## config.mk

```make
export PLATFORM = sky130hd
export DESIGN_NAME = toc_timer
export DESIGN_NICKNAME = d
export VERILOG_FILES = /design/src/hw/toc_pkg.sv /design/src/hw/toc_sync.sv /design/src/hw/toc_timer.sv
export SDC_FILE = /design/constraint.sdc
export NUM_CORES = 1
export LEC_CHECK = 0
export BUFFER_PORTS_ARGS = -buffer_cell sky130_fd_sc_hd__buf_4
export CAP_MARGIN = 20
export CORE_ASPECT_RATIO = 0.9
export CORE_UTILIZATION = 40
export DETAILED_ROUTE_END_ITERATION = 6
export HOLD_SLACK_MARGIN = 0.08
export SLEW_MARGIN = 25
export SYNTH_ARGS = -nofsm -noshare
export SYNTH_HDL_FRONTEND = slang
export SYNTH_HIERARCHICAL = 1
export SYNTH_SLANG_ARGS = --single-unit
```

## constraint.sdc

```tcl
create_clock -name CORE_CLK -period 2.8 [get_ports CORE_CLK]
set_input_delay 0.42 -clock CORE_CLK [delete_from_list [all_inputs] [get_ports CORE_CLK]]
set_output_delay 0.42 -clock CORE_CLK [all_outputs]
set_load 0.02 [all_outputs]
```

## src/hw/toc_pkg.sv

```systemverilog
// constants and field layouts for the timer compare and one pulse block
// Contract
// - compare match sets its flag, drives its pin to level, may raise irq
// - compare pin latches read low throughout reset
// - flag clears after status read with flag set, then compare low access
// - high byte write blocks matches until the low byte is written
// - disabled pin ignores level bit; the match still flags and interrupts
// - divide by two acts at equality, slower clocks at compare plus one
// - timer tick is core clock over two, four or eight, or external
// - force bit copies level to enabled pin without flag or interrupt
// - force bits do nothing in one pulse or pwm mode
// - one pulse trigger reloads counter, drives level two, flags, loads capture
// - one pulse mode: compare one match drives level one, ending pulse
// - one pulse trigger flag requests irq when capture irq enabled
// - one pulse mode never sets compare flag one; flag two still works
// - pwm and one pulse both selected means pwm only
// - equal levels in one pulse mode give a constant pin
// - one pulse mode: capture one disabled, capture two still works
// - one pulse mode: compare two flags only, drives no pin
// - pwm owns compare channel one and compare register two
// - compare pins work while capture channels are also in use
// - compare registers reset to 8000h, changed only by software writes
// - compare registers checked against the counter every timer tick
package toc_pkg;
   localparam logic [7:0] OFS_CTRL1 = 8'h00;
   localparam logic [7:0] OFS_CTRL2 = 8'h04;
   localparam logic [7:0] OFS_STATUS = 8'h08;
   localparam logic [7:0] OFS_CMP1_HI = 8'h0C;
   localparam logic [7:0] OFS_CMP1_LO = 8'h10;
   localparam logic [7:0] OFS_CMP2_HI = 8'h14;
   localparam logic [7:0] OFS_CMP2_LO = 8'h18;
   localparam logic [7:0] OFS_CAP1_HI = 8'h1C;
   localparam logic [7:0] OFS_CAP1_LO = 8'h20;
   localparam logic [7:0] OFS_CAP2_HI = 8'h24;
   localparam logic [7:0] OFS_CAP2_LO = 8'h28;
   localparam logic [7:0] OFS_CNT_HI = 8'h2C;
   localparam logic [7:0] OFS_CNT_LO = 8'h30;

   // status bit positions
   localparam int ST_CMP1 = 0;
   localparam int ST_CMP2 = 1;
   localparam int ST_CAP1 = 2;
   localparam int ST_CAP2 = 3;
   // force bits in a control one write
   localparam int C1_FORCE1 = 3;
   localparam int C1_FORCE2 = 4;

   localparam logic [15:0] CMP_RESET = 16'h8000;
   localparam logic [15:0] CNT_RELOAD = 16'hFFFC;
   localparam logic [15:0] CAP_PULSE_LOAD = 16'hFFFD;
   localparam logic [7:0] CTRL1_RESET = 8'h00;
   localparam logic [7:0] CTRL2_RESET = 8'h00;

   // clock select codes
   localparam logic [1:0] CLK_DIV4 = 2'b00;
   localparam logic [1:0] CLK_DIV2 = 2'b01;
   localparam logic [1:0] CLK_DIV8 = 2'b10;
   localparam logic [1:0] CLK_EXT = 2'b11;

   // control one: bit 7..0
   typedef struct packed {
      logic capture_irq_enable;
      logic compare_irq_enable;
      logic spare;
      logic force2;
      logic force1;
      logic level_during_pulse;
      logic capture_edge_select_one;
      logic level_after_pulse;
   } toc_ctrl1_t;

   // control two: bit 7..0
   typedef struct packed {
      logic pin_enable_one;
      logic pin_enable_two;
      logic single_pulse_select;
      logic pwm_select;
      logic [1:0] timer_clock_select;
      logic ext_edge_select;
      logic capture_edge_select_two;
   } toc_ctrl2_t;
endpackage : toc_pkg

```

## src/hw/toc_sync.sv

```systemverilog
// two flip-flop synchroniser for pin inputs
`default_nettype none
module toc_sync #(
   parameter int W = 3
) (
   input wire logic CORE_CLK,
   input wire logic RST_N,
   input wire logic [W-1:0] D,
   output logic [W-1:0] Q
);
   logic [W-1:0] meta;

   always_ff @(posedge CORE_CLK or negedge RST_N) begin
      if (!RST_N) begin
         meta <= '0;
         Q <= '0;
      end else begin
         meta <= D;
         Q <= meta;
      end
   end
endmodule : toc_sync
`default_nettype wire

```

## src/hw/toc_timer.sv

```systemverilog
// compare, force and one pulse logic of a 16-bit timer with apb registers
`default_nettype none
module toc_timer (
   input wire logic CORE_CLK,
   input wire logic RST_N,
   input wire logic PSEL,
   input wire logic PENABLE,
   input wire logic PWRITE,
   input wire logic [7:0] PADDR,
   input wire logic [31:0] PWDATA,
   output logic [31:0] PRDATA,
   output logic PREADY,
   output logic PSLVERR,
   input wire logic CPU_IRQ_MASK,
   input wire logic CAPTURE_INPUT_ONE,
   input wire logic CAPTURE_INPUT_TWO,
   input wire logic EXT_TIMER_CLK,
   output logic [1:0] COMPARE_OUTPUT_PIN,
   output logic [1:0] COMPARE_OUTPUT_OE,
   output logic TIMER_IRQ
);
   import toc_pkg::*;

   toc_pkg::toc_ctrl1_t ctrl1;
   toc_pkg::toc_ctrl2_t ctrl2;
   logic [15:0] compare_value [2];
   logic [1:0] compare_inhibit;
   logic [15:0] capture_value_one;
   logic [15:0] capture_value_two;
   logic [15:0] count;
   logic [2:0] presc;
   logic [2:0] pins_sync;
   logic [2:0] pins_last;
   logic tick;
   logic count_new;
   logic [1:0] hit;
   logic [1:0] pend;
   logic [1:0] match_event;
   logic [3:0] flags;
   logic [3:0] armed;
   logic [3:0] flag_set;
   logic [3:0] flag_clr;
   logic pwm_mode;
   logic pulse_mode;
   logic cap1_edge;
   logic cap2_edge;
   logic ext_edge;
   logic pulse_trigger;
   logic access;
   logic wr;
   logic rd;
   logic [7:0] next_rdata;
   logic next_err;

   // pins cross into the core clock before anything looks at them
   toc_sync #(
      .W(3)
   ) u_sync (
      .CORE_CLK(CORE_CLK),
      .RST_N(RST_N),
      .D({EXT_TIMER_CLK, CAPTURE_INPUT_TWO, CAPTURE_INPUT_ONE}),
      .Q(pins_sync)
   );

   always_ff @(posedge CORE_CLK or negedge RST_N) begin
      if (!RST_N) begin
         pins_last <= '0;
      end else begin
         pins_last <= pins_sync;
      end
   end

   // edge select bit high picks the rising edge
   always_comb begin
      cap1_edge = ctrl1.capture_edge_select_one ?
                  (pins_sync[0] & ~pins_last[0]) :
                  (~pins_sync[0] & pins_last[0]);
      cap2_edge = ctrl2.capture_edge_select_two ?
                  (pins_sync[1] & ~pins_last[1]) :
                  (~pins_sync[1] & pins_last[1]);
      ext_edge = ctrl2.ext_edge_select ?
                 (pins_sync[2] & ~pins_last[2]) :
                 (~pins_sync[2] & pins_last[2]);
   end

   // pwm wins when both mode bits are set
   assign pwm_mode = ctrl2.pwm_select;
   assign pulse_mode = ctrl2.single_pulse_select & ~ctrl2.pwm_select;
   assign pulse_trigger = pulse_mode & cap1_edge;

   assign access = PSEL & PENABLE & PREADY;
   assign wr = access & PWRITE;
   assign rd = access & ~PWRITE;

   // prescaler and tick
   always_ff @(posedge CORE_CLK or negedge RST_N) begin
      if (!RST_N) begin
         presc <= '0;
      end else begin
         presc <= presc + 3'd1;
      end
   end

   always_comb begin
      case (ctrl2.timer_clock_select)
         CLK_DIV2: tick = presc[0];
         CLK_DIV4: tick = &presc[1:0];
         CLK_DIV8: tick = &presc;
         CLK_EXT: tick = ext_edge;
         default: tick = 1'b0;
      endcase
   end

   // free running counter; reload on a pulse trigger or pwm period end
   always_ff @(posedge CORE_CLK or negedge RST_N) begin
      if (!RST_N) begin
         count <= CNT_RELOAD;
      end else if (pulse_trigger) begin
         count <= CNT_RELOAD;
      end else if (pwm_mode && match_event[1]) begin
         count <= CNT_RELOAD;
      end else if (tick) begin
         count <= count + 16'h0001;
      end
   end

   always_ff @(posedge CORE_CLK or negedge RST_N) begin
      if (!RST_N) begin
         count_new <= 1'b0;
      end else begin
         count_new <= tick;
      end
   end

   // one compare per counter value; slower clocks act one count late
   genvar gi;
   generate
      for (gi = 0; gi < 2; gi++) begin : g_cmp
         assign hit[gi] = count_new & ~compare_inhibit[gi] &
                          (count == compare_value[gi]);
         assign match_event[gi] =
            (ctrl2.timer_clock_select == CLK_DIV2) ?
            hit[gi] : (pend[gi] & tick);

         always_ff @(posedge CORE_CLK or negedge RST_N) begin
            if (!RST_N) begin
               pend[gi] <= 1'b0;
            end else if (ctrl2.timer_clock_select == CLK_DIV2) begin
               pend[gi] <= 1'b0;
            end else if (hit[gi]) begin
               pend[gi] <= 1'b1;
            end else if (tick) begin
               pend[gi] <= 1'b0;
            end
         end
      end
   endgenerate

   // control registers
   always_ff @(posedge CORE_CLK or negedge RST_N) begin
      if (!RST_N) begin
         ctrl1 <= CTRL1_RESET;
         ctrl2 <= CTRL2_RESET;
      end else if (wr && PADDR == OFS_CTRL1) begin
         // force bits are write strobes and never stored
         ctrl1 <= PWDATA[7:0] & ~(8'h18);
      end else if (wr && PADDR == OFS_CTRL2) begin
         ctrl2 <= PWDATA[7:0];
      end
   end

   // compare registers change only on software writes
   always_ff @(posedge CORE_CLK or negedge RST_N) begin
      if (!RST_N) begin
         compare_value[0] <= CMP_RESET;
         compare_value[1] <= CMP_RESET;
         compare_inhibit <= '0;
      end else if (wr) begin
         case (PADDR)
            OFS_CMP1_HI: begin
               compare_value[0][15:8] <= PWDATA[7:0];
               compare_inhibit[0] <= 1'b1;
            end
            OFS_CMP1_LO: begin
               compare_value[0][7:0] <= PWDATA[7:0];
               compare_inhibit[0] <= 1'b0;
            end
            OFS_CMP2_HI: begin
               compare_value[1][15:8] <= PWDATA[7:0];
               compare_inhibit[1] <= 1'b1;
            end
            OFS_CMP2_LO: begin
               compare_value[1][7:0] <= PWDATA[7:0];
               compare_inhibit[1] <= 1'b0;
            end
            default: begin
               compare_inhibit <= compare_inhibit;
            end
         endcase
      end
   end

   // capture registers; capture one belongs to the pulse in one pulse mode
   always_ff @(posedge CORE_CLK or negedge RST_N) begin
      if (!RST_N) begin
         capture_value_one <= '0;
      end else if (pulse_trigger) begin
         capture_value_one <= CAP_PULSE_LOAD;
      end else if (cap1_edge && !pulse_mode && !pwm_mode) begin
         capture_value_one <= count;
      end
   end

   always_ff @(posedge CORE_CLK or negedge RST_N) begin
      if (!RST_N) begin
         capture_value_two <= '0;
      end else if (cap2_edge) begin
         capture_value_two <= count;
      end
   end

   // flag sources
   always_comb begin
      flag_set = '0;
      flag_set[ST_CMP1] = match_event[0] & ~pwm_mode & ~pulse_mode;
      flag_set[ST_CMP2] = match_event[1] & ~pwm_mode;
      flag_set[ST_CAP1] = pulse_trigger |
                          (cap1_edge & ~pulse_mode & ~pwm_mode) |
                          (pwm_mode & match_event[1]);
      flag_set[ST_CAP2] = cap2_edge;
   end

   // second step of the clear: any access to the matching low byte
   always_comb begin
      flag_clr = '0;
      flag_clr[ST_CMP1] = access & armed[ST_CMP1] &
                          (PADDR == OFS_CMP1_LO);
      flag_clr[ST_CMP2] = access & armed[ST_CMP2] &
                          (PADDR == OFS_CMP2_LO);
      flag_clr[ST_CAP1] = access & armed[ST_CAP1] &
                          (PADDR == OFS_CAP1_LO);
      flag_clr[ST_CAP2] = access & armed[ST_CAP2] &
                          (PADDR == OFS_CAP2_LO);
   end

   // a new event in the clearing cycle survives
   always_ff @(posedge CORE_CLK or negedge RST_N) begin
      if (!RST_N) begin
         flags <= '0;
      end else begin
         flags <= flag_set | (flags & ~flag_clr);
      end
   end

   // first step of the clear: status read while the flag is set
   always_ff @(posedge CORE_CLK or negedge RST_N) begin
      if (!RST_N) begin
         armed <= '0;
      end else if (rd && PADDR == OFS_STATUS) begin
         armed <= (armed & ~flag_clr) | flags;
      end else begin
         armed <= armed & ~flag_clr;
      end
   end

   // pin one latch: normal compare, pulse, pwm, force
   always_ff @(posedge CORE_CLK or negedge RST_N) begin
      if (!RST_N) begin
         COMPARE_OUTPUT_PIN[0] <= 1'b0;
      end else if (!ctrl2.pin_enable_one) begin
         COMPARE_OUTPUT_PIN[0] <= COMPARE_OUTPUT_PIN[0];
      end else if (pulse_trigger) begin
         COMPARE_OUTPUT_PIN[0] <= ctrl1.level_during_pulse;
      end else if (pulse_mode) begin
         if (match_event[0]) begin
            COMPARE_OUTPUT_PIN[0] <= ctrl1.level_after_pulse;
         end
      end else if (pwm_mode) begin
         if (match_event[1]) begin
            COMPARE_OUTPUT_PIN[0] <= ctrl1.level_during_pulse;
         end else if (match_event[0]) begin
            COMPARE_OUTPUT_PIN[0] <= ctrl1.level_after_pulse;
         end
      end else if (wr && PADDR == OFS_CTRL1 && PWDATA[C1_FORCE1]) begin
         COMPARE_OUTPUT_PIN[0] <= PWDATA[0];
      end else if (match_event[0]) begin
         COMPARE_OUTPUT_PIN[0] <= ctrl1.level_after_pulse;
      end
   end

   // pin two latch; level two is taken by the pulse in the special modes
   always_ff @(posedge CORE_CLK or negedge RST_N) begin
      if (!RST_N) begin
         COMPARE_OUTPUT_PIN[1] <= 1'b0;
      end else if (!ctrl2.pin_enable_two || pulse_mode || pwm_mode) begin
         COMPARE_OUTPUT_PIN[1] <= COMPARE_OUTPUT_PIN[1];
      end else if (wr && PADDR == OFS_CTRL1 && PWDATA[C1_FORCE2]) begin
         COMPARE_OUTPUT_PIN[1] <= PWDATA[2];
      end else if (match_event[1]) begin
         COMPARE_OUTPUT_PIN[1] <= ctrl1.level_during_pulse;
      end
   end

   // a disabled compare pin is released to general i/o
   always_ff @(posedge CORE_CLK or negedge RST_N) begin
      if (!RST_N) begin
         COMPARE_OUTPUT_OE <= '0;
      end else begin
         COMPARE_OUTPUT_OE <= {ctrl2.pin_enable_two,
                               ctrl2.pin_enable_one};
      end
   end

   // one shared request line, held while any enabled flag is pending and CPU_IRQ_MASK is low
   always_ff @(posedge CORE_CLK or negedge RST_N) begin
      if (!RST_N) begin
         TIMER_IRQ <= 1'b0;
      end else begin
         TIMER_IRQ <= ~CPU_IRQ_MASK &
            ((ctrl1.compare_irq_enable &
              (flags[ST_CMP1] | flags[ST_CMP2])) |
             (ctrl1.capture_irq_enable &
              (flags[ST_CAP1] | flags[ST_CAP2])));
      end
   end

   // read mux, sampled in the setup cycle so data is ready in access
   always_comb begin
      next_err = 1'b0;
      case (PADDR)
         OFS_CTRL1: next_rdata = ctrl1;
         OFS_CTRL2: next_rdata = ctrl2;
         OFS_STATUS: next_rdata = {4'h0, flags};
         OFS_CMP1_HI: next_rdata = compare_value[0][15:8];
         OFS_CMP1_LO: next_rdata = compare_value[0][7:0];
         OFS_CMP2_HI: next_rdata = compare_value[1][15:8];
         OFS_CMP2_LO: next_rdata = compare_value[1][7:0];
         OFS_CAP1_HI: next_rdata = capture_value_one[15:8];
         OFS_CAP1_LO: next_rdata = capture_value_one[7:0];
         OFS_CAP2_HI: next_rdata = capture_value_two[15:8];
         OFS_CAP2_LO: next_rdata = capture_value_two[7:0];
         OFS_CNT_HI: next_rdata = count[15:8];
         OFS_CNT_LO: next_rdata = count[7:0];
         default: begin
            next_rdata = 8'h00;
            next_err = 1'b1;
         end
      endcase
   end

   // one wait-free access phase; unmapped addresses answer with an error
   always_ff @(posedge CORE_CLK or negedge RST_N) begin
      if (!RST_N) begin
         PREADY <= 1'b0;
         PSLVERR <= 1'b0;
         PRDATA <= '0;
      end else begin
         PREADY <= PSEL & ~PENABLE;
         PSLVERR <= PSEL & ~PENABLE & next_err;
         if (PSEL && !PENABLE && !PWRITE) begin
            PRDATA <= {24'h00_0000, next_rdata};
         end
      end
   end
endmodule : toc_timer
`default_nettype wire

```

==> results of run 1 <==
stage by stage:
stage / instances / cell area, um^2
finish: 955 / 8170
global route: 955 / 8170
CTS: 953 / 8150
detailed placement: 920 / 7520
global placement: 920 / 7520
floorplan: 678 / 7050
how the worst max path moves through the flow:
stage | start | endpoint | slack [ns]
2_1_floorplan | count[14] | COMPARE_OUTPUT_PIN[0] | 0.69
3_3_place_gp | count[12] | COMPARE_OUTPUT_PIN[0] | 0.41
3_5_place_dp | PADDR[2] | COMPARE_OUTPUT_PIN[1] | 0.40
4_1_cts | presc[0] | count[8] | 0.39
5_1_grt | presc[0] | count[10] | 0.18
6_report | presc[0] | count[10] | 0.38
flip-flops by register name, indices dropped and copies added, names as in the netlist:
signal	flops
compare_value	32
flags	4
COMPARE_OUTPUT_OE	2
PRDATA	8
u_sync/meta	3
TIMER_IRQ	1
count	16
armed	4
PREADY	1
COMPARE_OUTPUT_PIN	2
pwm_mode	1
presc	3
count_new	1
u_sync/Q	3
compare_inhibit	2
pins_last	3
PSLVERR	1
pend	2
ctrl2	7
capture_value_one	16
ctrl1	6
capture_value_two	16
power by group:
part | switching, W | internal [W] | leakage (nW) | total, W
sequential | 0.000288 | 0.00223 | 1.71 | 0.00252
combinational | 0.000639 | 0.000482 | 1.74 | 0.00112
clock | 0.000881 | 0.00143 | 0.285 | 0.00231
total | 0.00181 | 0.00414 | 3.74 | 0.00595
routing by layer:
metal,share of wire [%],up-vias,track usage (%)
li1,-,2396,-
met4,2.8,0,9.46
met3,9.3,44,8.51
met5,0,-,0
met2,46,256,37.3
met1,42,2719,31.8
worst register-to-register path, delay by kind of cell (launching register included):
family                   cells  cell delay [ns]
buffers and inverters        1             0.17
multiplexers                 1             0.18
flip-flops                   1             0.40
AO/OA/AOI/OAI                3             0.93
AND/OR/NAND/NOR              2             0.22
adder cells (fa/ha/maj)      2             0.42
cell type report:
cell class / count / area, um^2
Clock buffer: 18 / 439
Clock inverter: 14 / 176
Fill cell: 1544 / 8780
Inverter: 12 / 45.0
Multi-Input combinational cell: 467 / 3260
Sequential cell: 134 / 3370
Tap cell: 235 / 294
Timing Repair Buffer: 75 / 574
logic make-up (layout without fill, tap and decap cells):
family	after synthesis	in the layout	synth area share [%]
muxes	77	77	12.6
xor gates and xnor gates	47	47	5.92
and+or+nand+nor	198	198	14.6
DFF	134	134	48.5
AOI/OAI and AO/OA	118	118	11.9
buffers and inverters	77	119	5.88
other	1	24	0.0539
adders and majority gates	3	3	0.539
placed cells by master (no fill, tap or decap), types with 5 or more instances in the layout:
| cell | instances |
|---|---|
| dfrtp_1 | 118 |
| buf_4 | 71 |
| mux2_2 | 67 |
| nor2_1 | 64 |
| nand2_1 | 48 |
| xor2_1 | 35 |
| a21oi_1 | 27 |
| conb_1 | 24 |
| nand3_1 | 18 |
| o21ai_0 | 18 |
| clkbuf_16 | 17 |
| a22oi_1 | 16 |
| dfstp_2 | 16 |
| inv_1 | 12 |
| xnor2_1 | 12 |
| nor3_1 | 10 |
| mux2i_1 | 8 |
| and3_1 | 8 |
| o22ai_1 | 7 |
| nor4_1 | 7 |
| a22o_1 | 6 |
| nand4_1 | 6 |
| and2_1 | 5 |
| a221oi_1 | 5 |
| clkinvlp_4 | 5 |
==> flow_summary_export.csv, run 1 <==
group,metric,value,unit
critical_path,critPathMostFrequentCell,"ha_1",
critical_path,crit_family,"compound AO/OA/AOI/OAI gates",
sta,rsz0062_at_grt,"no",
sta,hold_violations,0,
floorplan,die_area,17900,um^2
critical_path,r2r_end,"count[10]",
detailed_routing,viasPerCell,5.67,
cells_and_area,drive_above_1_share,28.7,%
power,vdd_drop_max,0.000449,V
synthesis,synth_top_area_cell,"dfrtp_1",
critical_path,critPathLaunchType,"flip-flop",
clocking,clk_pin_slew,0.06,ns
placement,routabilityCongestion,1.03,
detailed_routing,first_pass_iters,5,
sta,timing.slew.headroom,48.9,%
clocking,postCtsHoldBufs,1,
floorplan,die_h,127,um
critical_path,worstPathRequired,3.11,ns
critical_path,crit_buf_inv,1,
critical_path,worstSetupPathDepth,9,
synthesis,synth_common_cells,"dfrtp_1 (118), mux2_2 (67), nor2_1 (64)",
clocking,root_buffer,"clkbuf_16",
power,power,0.00595,W
synthesis,synth_area_leaders,"dfrtp_1 (42%), mux2_2 (11%), dfstp_2 (6.0%), xor2_1 (4.4%), nor2_1 (3.5%)",
cells_and_area,area_delta_synth_final,17.3,%
synthesis,synthFlopType,"dfrtp_1",
detailed_routing,drc,0,
synthesis,syn_avg_cell_area,10.6,um^2
placement,post-dp-hpwl,15000,um
grt,grt_pass1_wl,31600,um
critical_path,rrSetupSlack,0.38,ns
placement,portBuffers,39,
synthesis,synth_cells,655,
critical_path,crit_path_end_kind,"flip-flop",
floorplan,std_cell_rows,45,
run,max_cap_violations,0,
synthesis,ys_ff_latch,134,
critical_path,slowest_stage,"a21oi_2",
synthesis,synth-edff-count,0,
cells_and_area,fin_util,48.2,%
floorplan,start_util,41.1,%
placement,dp_slack,0.395,ns
sta,finalSetupViolCount,0,
sta,min_period_over_period,86.5,%
worst_hold_path,hold_depth,1,
sta,fmax,0.413,GHz
detailed_routing,vias,5415,
clocking,cts-resized-gates,0,
critical_path,max_stage_delay,0.59,ns
synthesis,yosysTopAreaCellShare,42.4,%
power,powerDensity,729,nW/um^2
detailed_routing,detail-route-antenna-nets,0,
clocking,cts-htree-levels,4,
detailed_routing,routed_wl,20700,um
cells_and_area,diodes,0,
clocking,cts_sinks,134,
grt,grt_pass1_vias,5375,
detailed_routing,wl_per_cell,21.7,um
floorplan,die_w,141,um
critical_path,cp.arrival,2.74,ns
detailed_routing,drt-initial-drc-count,463,
critical_path,r2r_start,"presc[0]",
clocking,tritoncts,"yes",
critical_path,worst-setup-path-type,"flip-flop to flip-flop",
sta,worst_pin_slew,0.766,ns
status,outcome,"finished, final reports clean",
clocking,clock_path_buffers,2,
worst_hold_path,min_path_type,"primary input to flip-flop",
clocking,cts_buffers,17,
clocking,insertion_delay,0.43,ns
worst_hold_path,hp-start,"CAPTURE_INPUT_TWO",
floorplan,pin_count,88,
grt,grt_max_degree,76,
synthesis,ys_types,67,
grt,antenna_found_initial,0,
synthesis,seq_area_frac_synth,48.5,%
critical_path,r2r_cells,9,
worst_hold_path,worst_hold_path.endpoint,"u_sync/meta[1]",
grt,grt_use_total,24.4,%
synthesis,ys_warn_count,6,
floorplan,core,16900,um^2
critical_path,path_max_fanout,14,
synthesis,synth-async-reset-ratio,100,%
clocking,cts_setup_buffers,0,
sta,finalClockSkew,0.0134,ns
grt,overflow,0,
critical_path,path_cells,"ha_1 -> ha_1 -> mux2i_1 -> nor2_1 -> o21ai_0 -> o31ai_2 -> buf_4 -> a21oi_2 -> nand2_1",
sta,tns,0,ns
sta,maxSlewViolCount,0,
cells_and_area,final_nets,759,
power,leakage,3.74,nW
sta,fin_crit,2.42,ns
sta,fin_ws,0.377,ns
synthesis,syn_area,6960,um^2
sta,hold_ws,0.110,ns
synthesis,yosys.cell_count.top_type,"dfrtp_1",
Power figures use the tool's default switching activity.
==> run 2: changes to the inputs <==
- ABC_AREA: not set -> 1
==> run 2 against run 1 <==
Compared with the run above: first-iteration DRC count up 37%; cell area down 2.1%; global-route usage grew 0.058 points; maximum frequency grew 5.1%; worst setup slack better by 0.12 ns; flip-flop and latch count did not move; via count up 11%; power decreased by 16%; cell count grew 22%; register-to-register slack better by 0.12 ns; non-clock buffer count decreased by 30; critical endpoint is now count[14]; largest power group unchanged.
==> flow_summary_export.csv, run 2 <==
group,metric,value,unit
status,outcome,"finished, final reports clean",
synthesis,synth-edff-count,0,
sta,maxSlewViolCount,0,
floorplan,std_cell_rows,45,
placement,dp_cells,1131,
detailed_routing,wl_per_cell,17.8,um
detailed_routing,first_pass_iters,6,
critical_path,path_max_fanout,13,
sta,fin_crit,2.31,ns
grt,grt_max_degree,70,
cells_and_area,multi_input_area,2900,um^2
critical_path,rrSetupSlack,0.49,ns
synthesis,synth_top_area_cell,"dfrtp_1",
floorplan,die_area,18000,um^2
cells_and_area,final_nets,969,
detailed_routing,drc,0,
grt,grt_pass1_wl,32200,um
sta,worst_pin_slew,0.904,ns
critical_path,crit_path_end_kind,"flip-flop",
floorplan,start_util,41.1,%
synthesis,ys_types,38,
run,max_cap_violations,0,
synthesis,synth_common_cells,"nand2_1 (216), inv_1 (119), dfrtp_1 (118)",
clocking,clk_pin_slew,0.06,ns
sta,tns,0,ns
worst_hold_path,min_path_type,"primary input to flip-flop",
synthesis,yosysTopAreaCellShare,42.4,%
power,leakage,3.78,nW
synthesis,ys_warn_count,6,
sta,min_period_over_period,82.3,%
synthesis,ys_ff_latch,134,
critical_path,worstPathRequired,3.16,ns
sta,finalSetupViolCount,0,
sta,finalClockSkew,0.00535,ns
clocking,insertion_delay,0.43,ns
synthesis,synth-async-reset-ratio,100,%
detailed_routing,drt-initial-drc-count,636,
sta,fmax,0.434,GHz
clocking,cts-htree-levels,4,
cells_and_area,area_delta_synth_final,14.7,%
sta,timing.slew.headroom,39.6,%
critical_path,r2r_cells,12,
cells_and_area,seq_area,3370,um^2
grt,grt_use_total,24.5,%
critical_path,worst-setup-path-type,"flip-flop to flip-flop",
cells_and_area,largest_reg_flops,32,
detailed_routing,detail-route-antenna-nets,0,
cells_and_area,fill_cells,1702,
worst_hold_path,worst_hold_path.endpoint,"u_sync/meta[1]",
cells_and_area,mostFrequentLayoutCells,"nand2_1 (216), inv_1 (119), dfrtp_1 (118), o21ai_0 (106), nor2_1 (56)",
detailed_routing,vias,6015,
synthesis,syn_avg_cell_area,7.92,um^2
power,powerDensity,623,nW/um^2
cells_and_area,regMostFlops,"compare_value",
power,vdd_drop_max,0.000434,V
sta,hold_violations,0,
critical_path,critPathLaunchType,"flip-flop",
synthesis,synth_cells,880,
synthesis,synth_area_leaders,"dfrtp_1 (42%), nand2_1 (12%), o21ai_0 (7.6%), inv_1 (6.4%), dfstp_2 (6.0%)",
detailed_routing,routed_wl,20800,um
placement,portBuffers,39,
placement,post-dp-hpwl,15100,um
placement,routabilityCongestion,0.946,
floorplan,die_h,127,um
cells_and_area,final_cells,1164,
floorplan,core,16900,um^2
floorplan,die_w,141,um
synthesis,seq_area_frac_synth,48.4,%
sta,rsz0062_at_grt,"no",
cells_and_area,diodes,0,
grt,grt_pass1_vias,5465,
critical_path,r2r_start,"count[7]",
clocking,cts_sinks,134,
grt,antenna_found_initial,0,
synthesis,synthFlopType,"dfrtp_1",
cells_and_area,fin_util,47.2,%
cells_and_area,final_common_cell,"nand2_1",
worst_hold_path,hold_depth,1,
worst_hold_path,hp-start,"CAPTURE_INPUT_TWO",
detailed_routing,viasPerCell,5.17,
clocking,root_buffer,"clkbuf_16",
floorplan,pin_count,88,
synthesis,syn_area,6970,um^2
grt,overflow,0,
cells_and_area,drive_above_1_share,13.6,%
critical_path,cp.arrival,2.66,ns
critical_path,r2r_end,"count[14]",
clocking,tritoncts,"yes",
synthesis,yosys.cell_count.top_type,"nand2_1",
clocking,cts_buffers,17,
clocking,clock_path_buffers,2,
-- run 2: cell types whose count changed in the layout (fill, tap and decap cells not counted), moves of 22 or more --
| cell | previous run | this run |
|---|---|---|
| nand3_1 | 18 | 50 |
| buf_4 | 71 | 41 |
| o21ai_0 | 18 | 106 |
| nand2_1 | 48 | 216 |
| mux2_2 | 67 | 0 |
| o22ai_1 | 7 | 29 |
| inv_1 | 12 | 119 |
-- run 2: through the flow --
stage          hold WS [ns]  area [um^2]  total power, W  setup slack [ns]
4_1_cts              0.0823         7980         0.00500             0.544
6_report             0.0969         7990         0.00498             0.495
3_5_place_dp          0.335         7380         0.00276             0.560
2_1_floorplan         0.124         7060         0.00254              1.09
5_1_grt              0.0811         7990         0.00517             0.262
3_3_place_gp          0.332         7380         0.00275             0.558
-- run 2: repair_timing --
item | CTS | global route
hold buffers | 1 | 1
hold endpoints to repair | 52 | 1
buffers inserted | 0 | 0
resized for setup | 0 | 0
-- run 2: worst max path at each step --
stage	from	end	slack (ns)	depth (start not counted)
finish	count[7]	count[14]	0.49	12
global route	count[7]	count[14]	0.26	12
CTS	count[7]	count[14]	0.54	12
detailed placement	count[7]	count[14]	0.56	12
global placement	count[7]	count[14]	0.56	12
floorplan	count[2]	count[15]	1.09	8
-- run 2: where the power goes --
group / leakage [nW] / internal (W) / switching [W]
Sequential: 1.66 / 0.00208 / 0.000177
Combinational: 1.84 / 0.000159 / 0.000327
Clock: 0.277 / 0.00137 / 0.000869
Total: 3.78 / 0.00361 / 0.00137
-- run 2: cell type report --
cell class / instances / area share, %
repair buffers: 45 / 4.49
inverters: 127 / 5.96
clock buffers: 20 / 5.84
multi-input cells: 592 / 36.3
clock inverters: 11 / 1.57
flip-flops and latches: 134 / 42.2
well taps: 235 / 3.68
-- run 2: kinds of logic after synthesis --
group                    after synthesis  synth area share (%)
buffers and inverters                177                  11.3
other                                  1                0.0538
adder cells (fa/ha/maj)                3                 0.539
flip-flops                           134                  48.4
AO/OA/AOI/OAI                        176                  14.1
AND/OR/NAND/NOR                      368                  23.0
XOR/XNOR                              21                  2.64
-- run 2: worst max-delay path, cell delays in order (launching register included) --
cell and delay, ns:
dfstp_2 0.66, inv_1 0.17, nand2_1 0.09, nand2_1 0.05
nor2_1 0.10, nand2_1 0.09, nor2_1 0.20, nand4_2 0.14
nand2_2 0.15, nand2_2 0.23, nand2_2 0.21, a21oi_1 0.06
o21ai_1 0.08
-- run 2: metal layers --
layer  vias up  part of all wire, %  global-route usage, %
li1       2874                    -                      -
met1      2885                   50                   37.0
met2       222                   41                   34.0
met3        34                  7.0                   5.81
met4         0                  2.1                   7.80
met5         -                    0                      0
